File: src/design/disc_cb_pkg.sv
// Purpose: Shared constants and state codes for the disc control-block front end
// Assumes: 16-bit words, bit 0 of a word is its most significant bit in the docs
// Notes: Status positions below are hardware bit indices (doc bit n sits at 15-n)
package disc_cb_pkg;
	localparam int WORD_W = 16;
	localparam int PTR_W = 15;
	localparam int PTR_PEND_POS = 15;
	localparam logic [15:0] PTR_RESET = 16'h0000;
	// Termination status word positions
	localparam int ST_COMPLETE_POS = 15;
	localparam int ST_SUMMARY_POS = 14;
	localparam int ST_ALT_POS = 10;
	localparam int ST_SYNC_POS = 9;
	localparam int ST_FORMAT_POS = 8;
	localparam int ST_SEEK_POS = 7;
	localparam int ST_DCRC_POS = 6;
	localparam int ST_ACRC_POS = 5;
	localparam int ST_NOID_POS = 4;
	localparam int ST_WPROT_POS = 3;
	localparam int ST_FAULT_POS = 2;
	localparam int ST_RSVD14_POS = 1;
	localparam int ST_NREADY_POS = 0;
	// Word offsets inside the control block
	localparam logic [15:0] CB_CYL_WORD = 16'h0002;
	localparam logic [15:0] CB_HEAD_WORD = 16'h0003;
	localparam logic [15:0] CB_STATUS_WORD = 16'h0007;
	// Host register map, byte addresses
	localparam logic [4:0] AV_PTR_OUT = 5'h00;
	localparam logic [4:0] AV_PTR_IN = 5'h04;
	localparam logic [4:0] AV_CONFIG = 5'h08;
	localparam logic [4:0] AV_STATUS = 5'h0C;
	localparam logic [4:0] AV_MEM_ADDR = 5'h10;
	localparam logic [4:0] AV_MEM_DATA = 5'h14;
	localparam logic [4:0] AV_MEM_COUNT = 5'h18;
	localparam int CFG_IRQ_EN_POS = 0;
	typedef enum logic [2:0] {
		DEV_IDLE = 3'b000,
		DEV_BUSY = 3'b001,
		DEV_WR_CYL = 3'b010,
		DEV_WR_HEAD = 3'b011,
		DEV_WR_STAT = 3'b100,
		DEV_DONE = 3'b101
	} dev_state_t;
	typedef enum logic [1:0] {
		HOST_IDLE = 2'b00,
		HOST_IO = 2'b01,
		HOST_ACK = 2'b10
	} host_state_t;
endpackage : disc_cb_pkg

File: src/design/disc_link_if.sv
// Purpose: Link between processor side and disc controller front end
// Assumes: Both ends share REF_CLK; no clocking block
// Notes: io_* carries the pointer instructions, mem_* the controller's memory writes
`timescale 1ns/1ps
interface disc_link_if;
	logic io_valid;
	logic io_write;
	logic [15:0] io_wdata;
	logic io_ready;
	logic [15:0] io_rdata;
	logic mem_valid;
	logic [15:0] mem_addr;
	logic [15:0] mem_data;
	logic mem_ready;
	logic irq_enable;
	logic irq;
	modport device (
		input io_valid, io_write, io_wdata, mem_ready, irq_enable,
		output io_ready, io_rdata, mem_valid, mem_addr, mem_data, irq
	);
	modport host (
		output io_valid, io_write, io_wdata, mem_ready, irq_enable,
		input io_ready, io_rdata, mem_valid, mem_addr, mem_data, irq
	);
endinterface : disc_link_if

File: src/design/disc_cb_device.sv
// Purpose: Disc controller front end: control-block pointer and termination status
// Assumes: Sequencer signals share REF_CLK; drive status pins are asynchronous
// Notes: Sequencing of the disc itself lives outside; it reports one OP_DONE per start
//
// The implementer's own choices: the placing of the registers and the Avalon-MM interface to the registers.
`timescale 1ns/1ps
module disc_cb_device (
	// Clock and reset
	input wire logic REF_CLK,
	input wire logic NRST,
	// Link to processor and memory
	disc_link_if.device LINK,
	// Sequencer handshake
	output logic OP_START,
	output logic [14:0] OP_POINTER,
	input wire logic OP_DONE,
	input wire logic OP_VERIFY,
	input wire logic OP_WRITES,
	input wire logic [15:0] OP_NEXT_CYL,
	input wire logic [15:0] OP_NEXT_HEAD,
	// Error reports from the sequencer
	input wire logic OP_SYNC_ERR,
	input wire logic OP_FORMAT_ERR,
	input wire logic OP_DATA_CRC_ERR,
	input wire logic OP_ADDR_CRC_ERR,
	input wire logic OP_NO_ID_ERR,
	// Drive status pins
	input wire logic DRIVE_SEEK_ERR,
	input wire logic DRIVE_FAULT,
	input wire logic DRIVE_WPROT,
	input wire logic DRIVE_READY,
	// Processor interrupt request
	output logic IRQ
);
	localparam int DRV_W = 4;

	typedef struct packed {
		disc_cb_pkg::dev_state_t state;
		logic pend;
		logic [14:0] ptr;
		logic start;
		logic mem_valid;
		logic [15:0] mem_addr;
		logic [15:0] mem_data;
		logic [15:0] status;
		logic [15:0] next_head;
		logic [DRV_W-1:0] drv_meta;
		logic [DRV_W-1:0] drv_sync;
	} dev_reg_t;

	dev_reg_t s_reg;
	dev_reg_t s_next;
	logic io_wr;
	logic [14:0] wr_ptr;
	logic alt_track;
	logic wprot_err;
	logic not_ready;
	logic [15:0] status_build;
	logic [15:0] addr_cyl;
	logic [15:0] addr_head;
	logic [15:0] addr_stat;

	// The instruction port never stalls; the pointer is a plain register
	assign LINK.io_ready = 1'b1;
	// Idle leaves ptr and pend at zero, so the read gives zero
	assign LINK.io_rdata = {s_reg.pend, s_reg.ptr};
	assign LINK.mem_valid = s_reg.mem_valid;
	assign LINK.mem_addr = s_reg.mem_addr;
	assign LINK.mem_data = s_reg.mem_data;
	assign LINK.irq = s_reg.pend && LINK.irq_enable;
	assign IRQ = s_reg.pend && LINK.irq_enable;
	assign OP_START = s_reg.start;
	assign OP_POINTER = s_reg.ptr;

	assign io_wr = LINK.io_valid && LINK.io_write;
	// Only the low 15 bits form the address; the MSB belongs to the flag
	assign wr_ptr = LINK.io_wdata[14:0];

	assign addr_cyl = {1'b0, s_reg.ptr} + disc_cb_pkg::CB_CYL_WORD;
	assign addr_head = {1'b0, s_reg.ptr} + disc_cb_pkg::CB_HEAD_WORD;
	assign addr_stat = {1'b0, s_reg.ptr} + disc_cb_pkg::CB_STATUS_WORD;

	// Drive bits: 0 seek error, 1 fault, 2 write protect, 3 ready
	assign alt_track = OP_VERIFY && (OP_NEXT_CYL != 16'h0000);
	assign wprot_err = OP_WRITES && s_reg.drv_sync[2];
	assign not_ready = !s_reg.drv_sync[3] || s_reg.drv_sync[1];

	always_comb
	begin
		status_build = 16'h0000;
		status_build[disc_cb_pkg::ST_COMPLETE_POS] = 1'b1;
		status_build[disc_cb_pkg::ST_ALT_POS] = alt_track;
		status_build[disc_cb_pkg::ST_SYNC_POS] = OP_SYNC_ERR;
		status_build[disc_cb_pkg::ST_FORMAT_POS] = OP_FORMAT_ERR;
		status_build[disc_cb_pkg::ST_SEEK_POS] = s_reg.drv_sync[0];
		status_build[disc_cb_pkg::ST_DCRC_POS] = OP_DATA_CRC_ERR;
		status_build[disc_cb_pkg::ST_ACRC_POS] = OP_ADDR_CRC_ERR;
		status_build[disc_cb_pkg::ST_NOID_POS] = OP_NO_ID_ERR;
		status_build[disc_cb_pkg::ST_WPROT_POS] = wprot_err;
		status_build[disc_cb_pkg::ST_FAULT_POS] = s_reg.drv_sync[1];
		status_build[disc_cb_pkg::ST_RSVD14_POS] = 1'b0;
		status_build[disc_cb_pkg::ST_NREADY_POS] = not_ready;
		// Alternate track counts as an error as well
		status_build[disc_cb_pkg::ST_SUMMARY_POS] = alt_track || OP_SYNC_ERR
			|| OP_FORMAT_ERR || s_reg.drv_sync[0] || OP_DATA_CRC_ERR
			|| OP_ADDR_CRC_ERR || OP_NO_ID_ERR || wprot_err || s_reg.drv_sync[1]
			|| not_ready;
	end

	always_comb
	begin
		s_next = s_reg;
		s_next.start = 1'b0;
		// First stage feeds only the second stage
		s_next.drv_meta = {DRIVE_READY, DRIVE_WPROT, DRIVE_FAULT, DRIVE_SEEK_ERR};
		s_next.drv_sync = s_reg.drv_meta;
		unique case (s_reg.state)
			disc_cb_pkg::DEV_IDLE:
				// A zero write is no start; it leaves the block idle
				if (io_wr && wr_ptr != 15'h0000)
				begin
					s_next.state = disc_cb_pkg::DEV_BUSY;
					s_next.ptr = wr_ptr;
					s_next.start = 1'b1;
				end
			disc_cb_pkg::DEV_BUSY:
				if (OP_DONE)
				begin
					s_next.status = status_build;
					s_next.next_head = OP_NEXT_HEAD;
					s_next.mem_valid = 1'b1;
					if (alt_track)
					begin
						s_next.state = disc_cb_pkg::DEV_WR_CYL;
						s_next.mem_addr = addr_cyl;
						s_next.mem_data = OP_NEXT_CYL;
					end
					else
					begin
						s_next.state = disc_cb_pkg::DEV_WR_STAT;
						s_next.mem_addr = addr_stat;
						s_next.mem_data = status_build;
					end
				end
			disc_cb_pkg::DEV_WR_CYL:
				if (LINK.mem_ready)
				begin
					s_next.state = disc_cb_pkg::DEV_WR_HEAD;
					s_next.mem_addr = addr_head;
					s_next.mem_data = s_reg.next_head;
				end
			disc_cb_pkg::DEV_WR_HEAD:
				if (LINK.mem_ready)
				begin
					s_next.state = disc_cb_pkg::DEV_WR_STAT;
					s_next.mem_addr = addr_stat;
					s_next.mem_data = s_reg.status;
				end
			disc_cb_pkg::DEV_WR_STAT:
				// Flag rises only once the status word has been accepted
				if (LINK.mem_ready)
				begin
					s_next.mem_valid = 1'b0;
					s_next.pend = 1'b1;
					s_next.state = disc_cb_pkg::DEV_DONE;
				end
			disc_cb_pkg::DEV_DONE:
				// Only a zero write releases the block; new starts wait for it
				if (io_wr && wr_ptr == 15'h0000)
				begin
					s_next.pend = 1'b0;
					s_next.ptr = 15'h0000;
					s_next.state = disc_cb_pkg::DEV_IDLE;
				end
			default:
				s_next.state = disc_cb_pkg::DEV_IDLE;
		endcase
	end

	// Reset leaves the block idle with a zero pointer
	always_ff @(posedge REF_CLK or negedge NRST)
	begin
		if (!NRST)
			s_reg <= '0;
		else
			s_reg <= s_next;
	end
endmodule : disc_cb_device

File: src/flat_wrapper.sv
// flat-port wrapper written by rule: the top's interface ports become plain ports
module disc_cb_device_flat 
  (REF_CLK, NRST, OP_START, OP_POINTER, OP_DONE, OP_VERIFY, OP_WRITES, OP_NEXT_CYL, OP_NEXT_HEAD, OP_SYNC_ERR, OP_FORMAT_ERR, OP_DATA_CRC_ERR, OP_ADDR_CRC_ERR, OP_NO_ID_ERR, DRIVE_SEEK_ERR, DRIVE_FAULT, DRIVE_WPROT, DRIVE_READY, IRQ, LINK_io_valid, LINK_io_write, LINK_io_wdata, LINK_mem_ready, LINK_irq_enable, LINK_io_ready, LINK_io_rdata, LINK_mem_valid, LINK_mem_addr, LINK_mem_data, LINK_irq);
  disc_link_if LINK_i ();
  input wire logic REF_CLK;
  input wire logic NRST;
  output logic OP_START;
  output logic [14:0] OP_POINTER;
  input wire logic OP_DONE;
  input wire logic OP_VERIFY;
  input wire logic OP_WRITES;
  input wire logic [15:0] OP_NEXT_CYL;
  input wire logic [15:0] OP_NEXT_HEAD;
  input wire logic OP_SYNC_ERR;
  input wire logic OP_FORMAT_ERR;
  input wire logic OP_DATA_CRC_ERR;
  input wire logic OP_ADDR_CRC_ERR;
  input wire logic OP_NO_ID_ERR;
  input wire logic DRIVE_SEEK_ERR;
  input wire logic DRIVE_FAULT;
  input wire logic DRIVE_WPROT;
  input wire logic DRIVE_READY;
  output logic IRQ;
  input wire logic [$bits(LINK_i.io_valid)-1:0] LINK_io_valid;
  input wire logic [$bits(LINK_i.io_write)-1:0] LINK_io_write;
  input wire logic [$bits(LINK_i.io_wdata)-1:0] LINK_io_wdata;
  input wire logic [$bits(LINK_i.mem_ready)-1:0] LINK_mem_ready;
  input wire logic [$bits(LINK_i.irq_enable)-1:0] LINK_irq_enable;
  output wire logic [$bits(LINK_i.io_ready)-1:0] LINK_io_ready;
  output wire logic [$bits(LINK_i.io_rdata)-1:0] LINK_io_rdata;
  output wire logic [$bits(LINK_i.mem_valid)-1:0] LINK_mem_valid;
  output wire logic [$bits(LINK_i.mem_addr)-1:0] LINK_mem_addr;
  output wire logic [$bits(LINK_i.mem_data)-1:0] LINK_mem_data;
  output wire logic [$bits(LINK_i.irq)-1:0] LINK_irq;
  assign LINK_i.io_valid = LINK_io_valid;
  assign LINK_i.io_write = LINK_io_write;
  assign LINK_i.io_wdata = LINK_io_wdata;
  assign LINK_i.mem_ready = LINK_mem_ready;
  assign LINK_i.irq_enable = LINK_irq_enable;
  assign LINK_io_ready = LINK_i.io_ready;
  assign LINK_io_rdata = LINK_i.io_rdata;
  assign LINK_mem_valid = LINK_i.mem_valid;
  assign LINK_mem_addr = LINK_i.mem_addr;
  assign LINK_mem_data = LINK_i.mem_data;
  assign LINK_irq = LINK_i.irq;
  disc_cb_device u_core (.REF_CLK(REF_CLK), .NRST(NRST), .LINK(LINK_i), .OP_START(OP_START), .OP_POINTER(OP_POINTER), .OP_DONE(OP_DONE), .OP_VERIFY(OP_VERIFY), .OP_WRITES(OP_WRITES), .OP_NEXT_CYL(OP_NEXT_CYL), .OP_NEXT_HEAD(OP_NEXT_HEAD), .OP_SYNC_ERR(OP_SYNC_ERR), .OP_FORMAT_ERR(OP_FORMAT_ERR), .OP_DATA_CRC_ERR(OP_DATA_CRC_ERR), .OP_ADDR_CRC_ERR(OP_ADDR_CRC_ERR), .OP_NO_ID_ERR(OP_NO_ID_ERR), .DRIVE_SEEK_ERR(DRIVE_SEEK_ERR), .DRIVE_FAULT(DRIVE_FAULT), .DRIVE_WPROT(DRIVE_WPROT), .DRIVE_READY(DRIVE_READY), .IRQ(IRQ));
endmodule
File: config.mk
export PLATFORM = sky130hd
export DESIGN_NAME = disc_cb_device_flat
export DESIGN_NICKNAME = d
export VERILOG_FILES = /design/src/design/disc_cb_pkg.sv /design/src/design/disc_link_if.sv /design/src/design/disc_cb_device.sv /design/src/flat_wrapper.sv
export SDC_FILE = /design/constraint.sdc
export NUM_CORES = 1
export LEC_CHECK = 0
export ABC_CLOCK_PERIOD_IN_PS = 5100
export BUFFER_PORTS_ARGS = -buffer_cell sky130_fd_sc_hd__buf_4
export CAP_MARGIN = 10
export CORE_ASPECT_RATIO = 1.5
export CORE_UTILIZATION = 58
export DETAILED_ROUTE_END_ITERATION = 8
export GPL_TIMING_DRIVEN = 0
export PLACE_DENSITY = 0.86
export SETUP_SLACK_MARGIN = 0.4
export SLEW_MARGIN = 40
export SYNTH_ARGS = -nofsm -noshare
export SYNTH_HDL_FRONTEND = slang
export SYNTH_SLANG_ARGS = --single-unit
File: constraint.sdc
create_clock -name REF_CLK -period 5.1 [get_ports REF_CLK]
set_input_delay 0 -clock REF_CLK [delete_from_list [all_inputs] [get_ports REF_CLK]]
set_output_delay 0 -clock REF_CLK [all_outputs]
set_load 0.05 [all_outputs]
# Yosys cells after proc, flatten, opt, wreduce, memory -nomap -nowiden
# Index checks and enable logic that the tools add are counted.
word_totals:
  register_bits: 89
  output_inout_bits: 68
  word_cells: 75
op_classes:
  addsub: 3
  n_eq_ne: 11
  muxes: 19
  n_reduce_logical: 31
op_table:
  columns: ["operator", "count"]
  rows:
  - ["32-bit 2-to-1 mux", 3]
  - ["32-bit case mux with 3 select lines", 1]
  - ["65-bit 2-to-1 mux", 1]
  - ["15-bit by 2-bit adder with 16-bit output, second input constant", 2]
  - ["15-bit case mux with 2 select lines", 1]
  - ["19-bit 2-to-1 mux", 1]
  - ["3-bit case mux with 6 select lines", 1]
  - ["15-bit by 3-bit adder with 16-bit output, second input constant", 1]
  - ["16-bit 2-to-1 mux", 1]
  - ["16-bit nonzero test", 1]
  - ["15-bit zero test", 1]
  - ["3-bit 2-to-1 mux", 5]
  - ["15-bit nonzero test", 1]
  - ["1-bit logical OR", 10]
  - ["3-bit AND reduction", 3]
  - ["2-bit != test, second input constant", 4]
  - ["3-bit by 2-bit equality test with 1-bit output, second input constant", 2]
  - ["3-bit equality test, second input constant", 2]
  - ["1-bit logical AND", 6]
  - ["6-bit AND reduction", 1]
  - ["2-bit nonzero test", 3]
  - ["4-bit 2-to-1 mux", 1]
  - ["2-bit by 1-bit != test with 1-bit output, second input constant", 2]
  - ["1-bit case mux with 2 select lines", 2]
  - ["other kinds (7)", 8]

# Logic depth before layout (Yosys ltp)
logic_depth:
  ltp_word: 14
  mapped_depth: 8
  depth_no_buf: 8

# Worst setup path after synthesis
# OpenSTA, ideal clock, no wires.
synth_timing:
  path_type: "register to register"
  from: "reg u_core.s_reg, in the netlist u_core.OP_POINTER[2]"
  to: "reg u_core.s_reg, in the netlist u_core.LINK.mem_addr[13]"
  setup_ns: 0.078
  t_arrival_ns: 1.874
  required_time_ns: 5.022
  setup_slack_ns: 3.148
  path_stages_with_launch: 9
  synth_period_minus_slack_ns: 1.952
  cell_sequence: "dfrtp_1 inv_1 ha_1 mux2_1 a221oi_2 nor3_1 xnor2_1 o31a_1 o21ai_1"
synth_between:
  elab_chain_len: 4
  elab_cells_between_ends: 8
  classes_between: "add/sub: 3; mux: 5"
synth_rtl:
  columns: ["element", "line", "source"]
  rows:
  - ["start: declaration", "disc_cb_device.sv:51", "dev_reg_t s_reg;"]
  - ["start signal: assignment", "disc_cb_device.sv:186", "s_reg <= s_next;"]
  - ["15-bit by 3-bit adder with 16-bit output or 15-bit by 2-bit adder with 16-bit output (tied branches)", "disc_cb_device.sv:81, disc_cb_device.sv:79", null]
  - ["32-bit 2-to-1 mux", "disc_cb_device.sv:132", "if (alt_track)"]
  - ["65-bit 2-to-1 mux", "disc_cb_device.sv:127", "if (OP_DONE)"]
  - ["32-bit case mux with 3 select lines (*)", "disc_cb_device.sv:117", "unique case (s_reg.state)"]
# Mark *: on every way between the ends. The rest lies on a longest branch, timed or not. The select of a mux whose other input is x is not followed.
# A chain may end at the register's enable or synchronous reset.

# Worst setup path in the final report
layout_timing:
  from: "reg u_core.s_reg, in the netlist u_core.OP_POINTER[2]"
  to: "reg u_core.s_reg, in the netlist u_core.LINK.mem_addr[11]"
# Same word-level chain as after synthesis.

==> results.sh <==
export IMPL_vias=5513
export IMPL_flow_area_growth_from_synthesis_pct=36.0
export IMPL_fin_nets=884
export IMPL_core_um2=8930
export IMPL_netlist_area_um2=5390
export IMPL_top_layer_used="met4"
export IMPL_min_path_type="in -> reg"
export IMPL_fmax_ghz=0.392
export IMPL_layout_commonest_cell="buf_4"
export IMPL_drt_total_wl_um=18300
export IMPL_drtIter0Drc=449
export IMPL_critPathMaxFanout=11
export IMPL_grt_overflow=0
export IMPL_largest_reg_flops=35
export IMPL_globalplace_congestion=0.910
export IMPL_fin_crit_ps=2550
export IMPL_hold_end="u_core.LINK.mem_data[3]$_DFFE_PN0P_"
export IMPL_rows=42
export IMPL_crit_type="reg -> reg"
export IMPL_insertion_delay_ps=350
export IMPL_yosysTopAreaCell="dfrtp_1"
export IMPL_p_per_area_nw_per_um2=684
export IMPL_die_x_um=80.7
export IMPL_synth_ff_type="dfrtp_1"
export IMPL_synth_top_area_share_pct=41.3
export IMPL_grt_pass1_wl_um=27800
export IMPL_whs_path_depth=5
export IMPL_worstPathRequired_ps=5320
export IMPL_grt_setup_unrepaired="no"
export IMPL_clock_skew_final_ps=4.41
export IMPL_numCtsBuffers=9
export IMPL_wl_met1_um=6430
export IMPL_clock_sinks=89
export IMPL_rr_startpoint="u_core.OP_POINTER[2]$_DFFE_PN0P_"
export IMPL_dieArea_um2=9690
export IMPL_synth_edf_count=0
export IMPL_ys_seq_area_share_pct=41.3
export IMPL_hp_start="OP_NEXT_CYL[3]"
export IMPL_synth_area_leaders="dfrtp_1 (41%), buf_4 (9.5%), nand2_1 (7.8%)"
export IMPL_netlist_instances=622
export IMPL_viasPerCell=5.95
export IMPL_routed_wl_met2_um=9480
export IMPL_ys_types=58
export IMPL_htree_levels=3
export IMPL_synth_seq_cells=89
export IMPL_r2r_cells=8
export IMPL_final_max_slew_viol_count=0
export IMPL_drive_above_1_share_pct=29.0
export IMPL_drtPass1Iterations=5
export IMPL_status="complete, no violations"
export IMPL_drc=0
export IMPL_ir_drop_mv=0.527
export IMPL_routedWlPerCell_um=19.8
export IMPL_grt_start_max_net_pins=90
export IMPL_rr_endpoint="u_core.LINK.mem_addr[11]$_DFFE_PN0P_"
export IMPL_synthArstFlopShare_pct=100
export IMPL_root_buffer="clkbuf_16"
export IMPL_die_h_um=120
export IMPL_met3_wirelength_um=1210
export IMPL_cts_tree="yes"
export IMPL_ant_nets=0
export IMPL_gr_usage_all_layers_pct=39.2
export IMPL_dp_cells=863
export IMPL_grt_pass1_vias=5528
export IMPL_r2r_setup_slack_ps=2550
export IMPL_p_leak_uw=0.00339
export IMPL_startpoint_type="flip-flop"
export IMPL_mostFrequentLayoutCells="buf_4 (198), nand2_1 (112), dfrtp_1 (89)"
export IMPL_port_buffer_count=131
export IMPL_cts_clk_slew_worst_paths_ps=70
export IMPL_diodes=0
export IMPL_setup_viol=0
export IMPL_yosys_warnings=0
export IMPL_postSynthAreaPerCell_um2=8.67
export IMPL_startpoint="u_core.OP_POINTER[2]$_DFFE_PN0P_"
export IMPL_post_route_period_util_pct=50.0
export IMPL_drv_cap=0
export IMPL_layout_cells_non_filler=927
export IMPL_place_hpwl_um=12100
export IMPL_io_pin_count=134
export IMPL_worstPathArrival_ps=2770
export IMPL_antenna_found_initial=0
export IMPL_setup_tns_ps=0
export IMPL_cp_end_kind="flip-flop"
export IMPL_slew_headroom_pct=44.2
export IMPL_syn_nets=693
export IMPL_clock_path_buffers=2
export IMPL_timing_worst_slew_pin_value_ps=833
export IMPL_initial_core_util_pct=60.3
export IMPL_finalHoldViolCount=0
-- routing by layer --
metal / vias up / GRT usage [%]
met5: - / 0
met3: 90 / 6.62
li1: 2464 / -
met2: 338 / 67.8
met1: 2621 / 42.3
met4: 0 / 27.5
-- stage by stage --
step	hold slack [ps]	instance area, um2	utilization [%]	total power, uW	setup slack [ps]
2_1_floorplan	-296	5390	-	3360	3150
3_3_place_gp	111	6510	72.9	4070	2650
3_5_place_dp	110	6520	72.9	4160	2630
4_1_cts	12.3	7330	82.0	4920	2630
5_1_grt	52.3	7330	82.1	5230	2490
6_report	65.2	7330	82.1	5020	2550
-- kinds of logic (layout without fill, tap and decap cells) --
group                    after synthesis  after routing  share of synthesized area, %
AND/OR/NAND/NOR                      243            243                          21.1
AO/OA/AOI/OAI                        121            121                          15.2
buffers and inverters                119            314                          13.4
flip-flops                            89             89                          41.3
multiplexers                          24             24                          4.50
XOR/XNOR                              20             20                          3.25
adder cells (fa/ha/maj)                5              5                          1.16
other                                  1              1                        0.0696
-- area by class of cell --
| type | instances | area, um2 |
|---|---|---|
| Clock buffer | 9 | 225 |
| Buffer | 99 | 647 |
| Timing Repair Buffer | 180 | 1480 |
| Tap cell | 110 | 138 |
| Fill cell | 549 | 1600 |
| Sequential cell | 89 | 2230 |
| Inverter | 20 | 75.1 |
| Multi-Input combinational cell | 414 | 2440 |
| Clock inverter | 6 | 97.6 |
-- where the power goes --
group | internal, uW | total [uW] | switching [uW]
Combinational | 1110 | 3000 | 1900
Clock | 436 | 738 | 302
Sequential | 1010 | 1280 | 266
Total | 2550 | 5020 | 2460
-- worst max-delay path by stage --
stage / endpoint / slack, ps / depth (start not counted)
floorplan: u_core.LINK.mem_addr[13]$_DFFE_PN0P_ / 3150 / 8
global placement: u_core.LINK.mem_addr[11]$_DFFE_PN0P_ / 2650 / 8
detailed placement: u_core.LINK.mem_addr[11]$_DFFE_PN0P_ / 2630 / 8
CTS: u_core.LINK.mem_addr[11]$_DFFE_PN0P_ / 2630 / 8
global route: u_core.LINK.mem_addr[11]$_DFFE_PN0P_ / 2490 / 8
finish: u_core.LINK.mem_addr[11]$_DFFE_PN0P_ / 2550 / 8
-- critical path, stage by stage (launching register included) --
cell	delay (ps)
dfrtp_1	610
inv_1	210
ha_1	240
a21boi_0	170
nor2_1	530
mux2i_1	260
nor3_1	60
a31oi_1	200
a41oi_1	140
-- Yosys cell counts (all sizes together) (6+ instances only) --
| master | n |
|---|---|
| a21oi | 19 |
| a221oi | 6 |
| a31oi | 7 |
| buf | 79 |
| clkbuf | 20 |
| dfrtp | 89 |
| inv | 20 |
| mux2i | 22 |
| nand2 | 112 |
| nand3 | 27 |
| nand4 | 7 |
| nor2 | 51 |
| nor3 | 12 |
| nor4 | 11 |
| o21a | 10 |
| o21ai | 38 |
| o221ai | 9 |
| xnor2 | 20 |
-- timing repair --
action,4_1_cts,5_1_grt
hold endpoints to repair,136,0
setup buffers,0,0
hold buffers,49,0
resized for setup,0,0
Note: power is estimated with default switching activity, not from simulation.
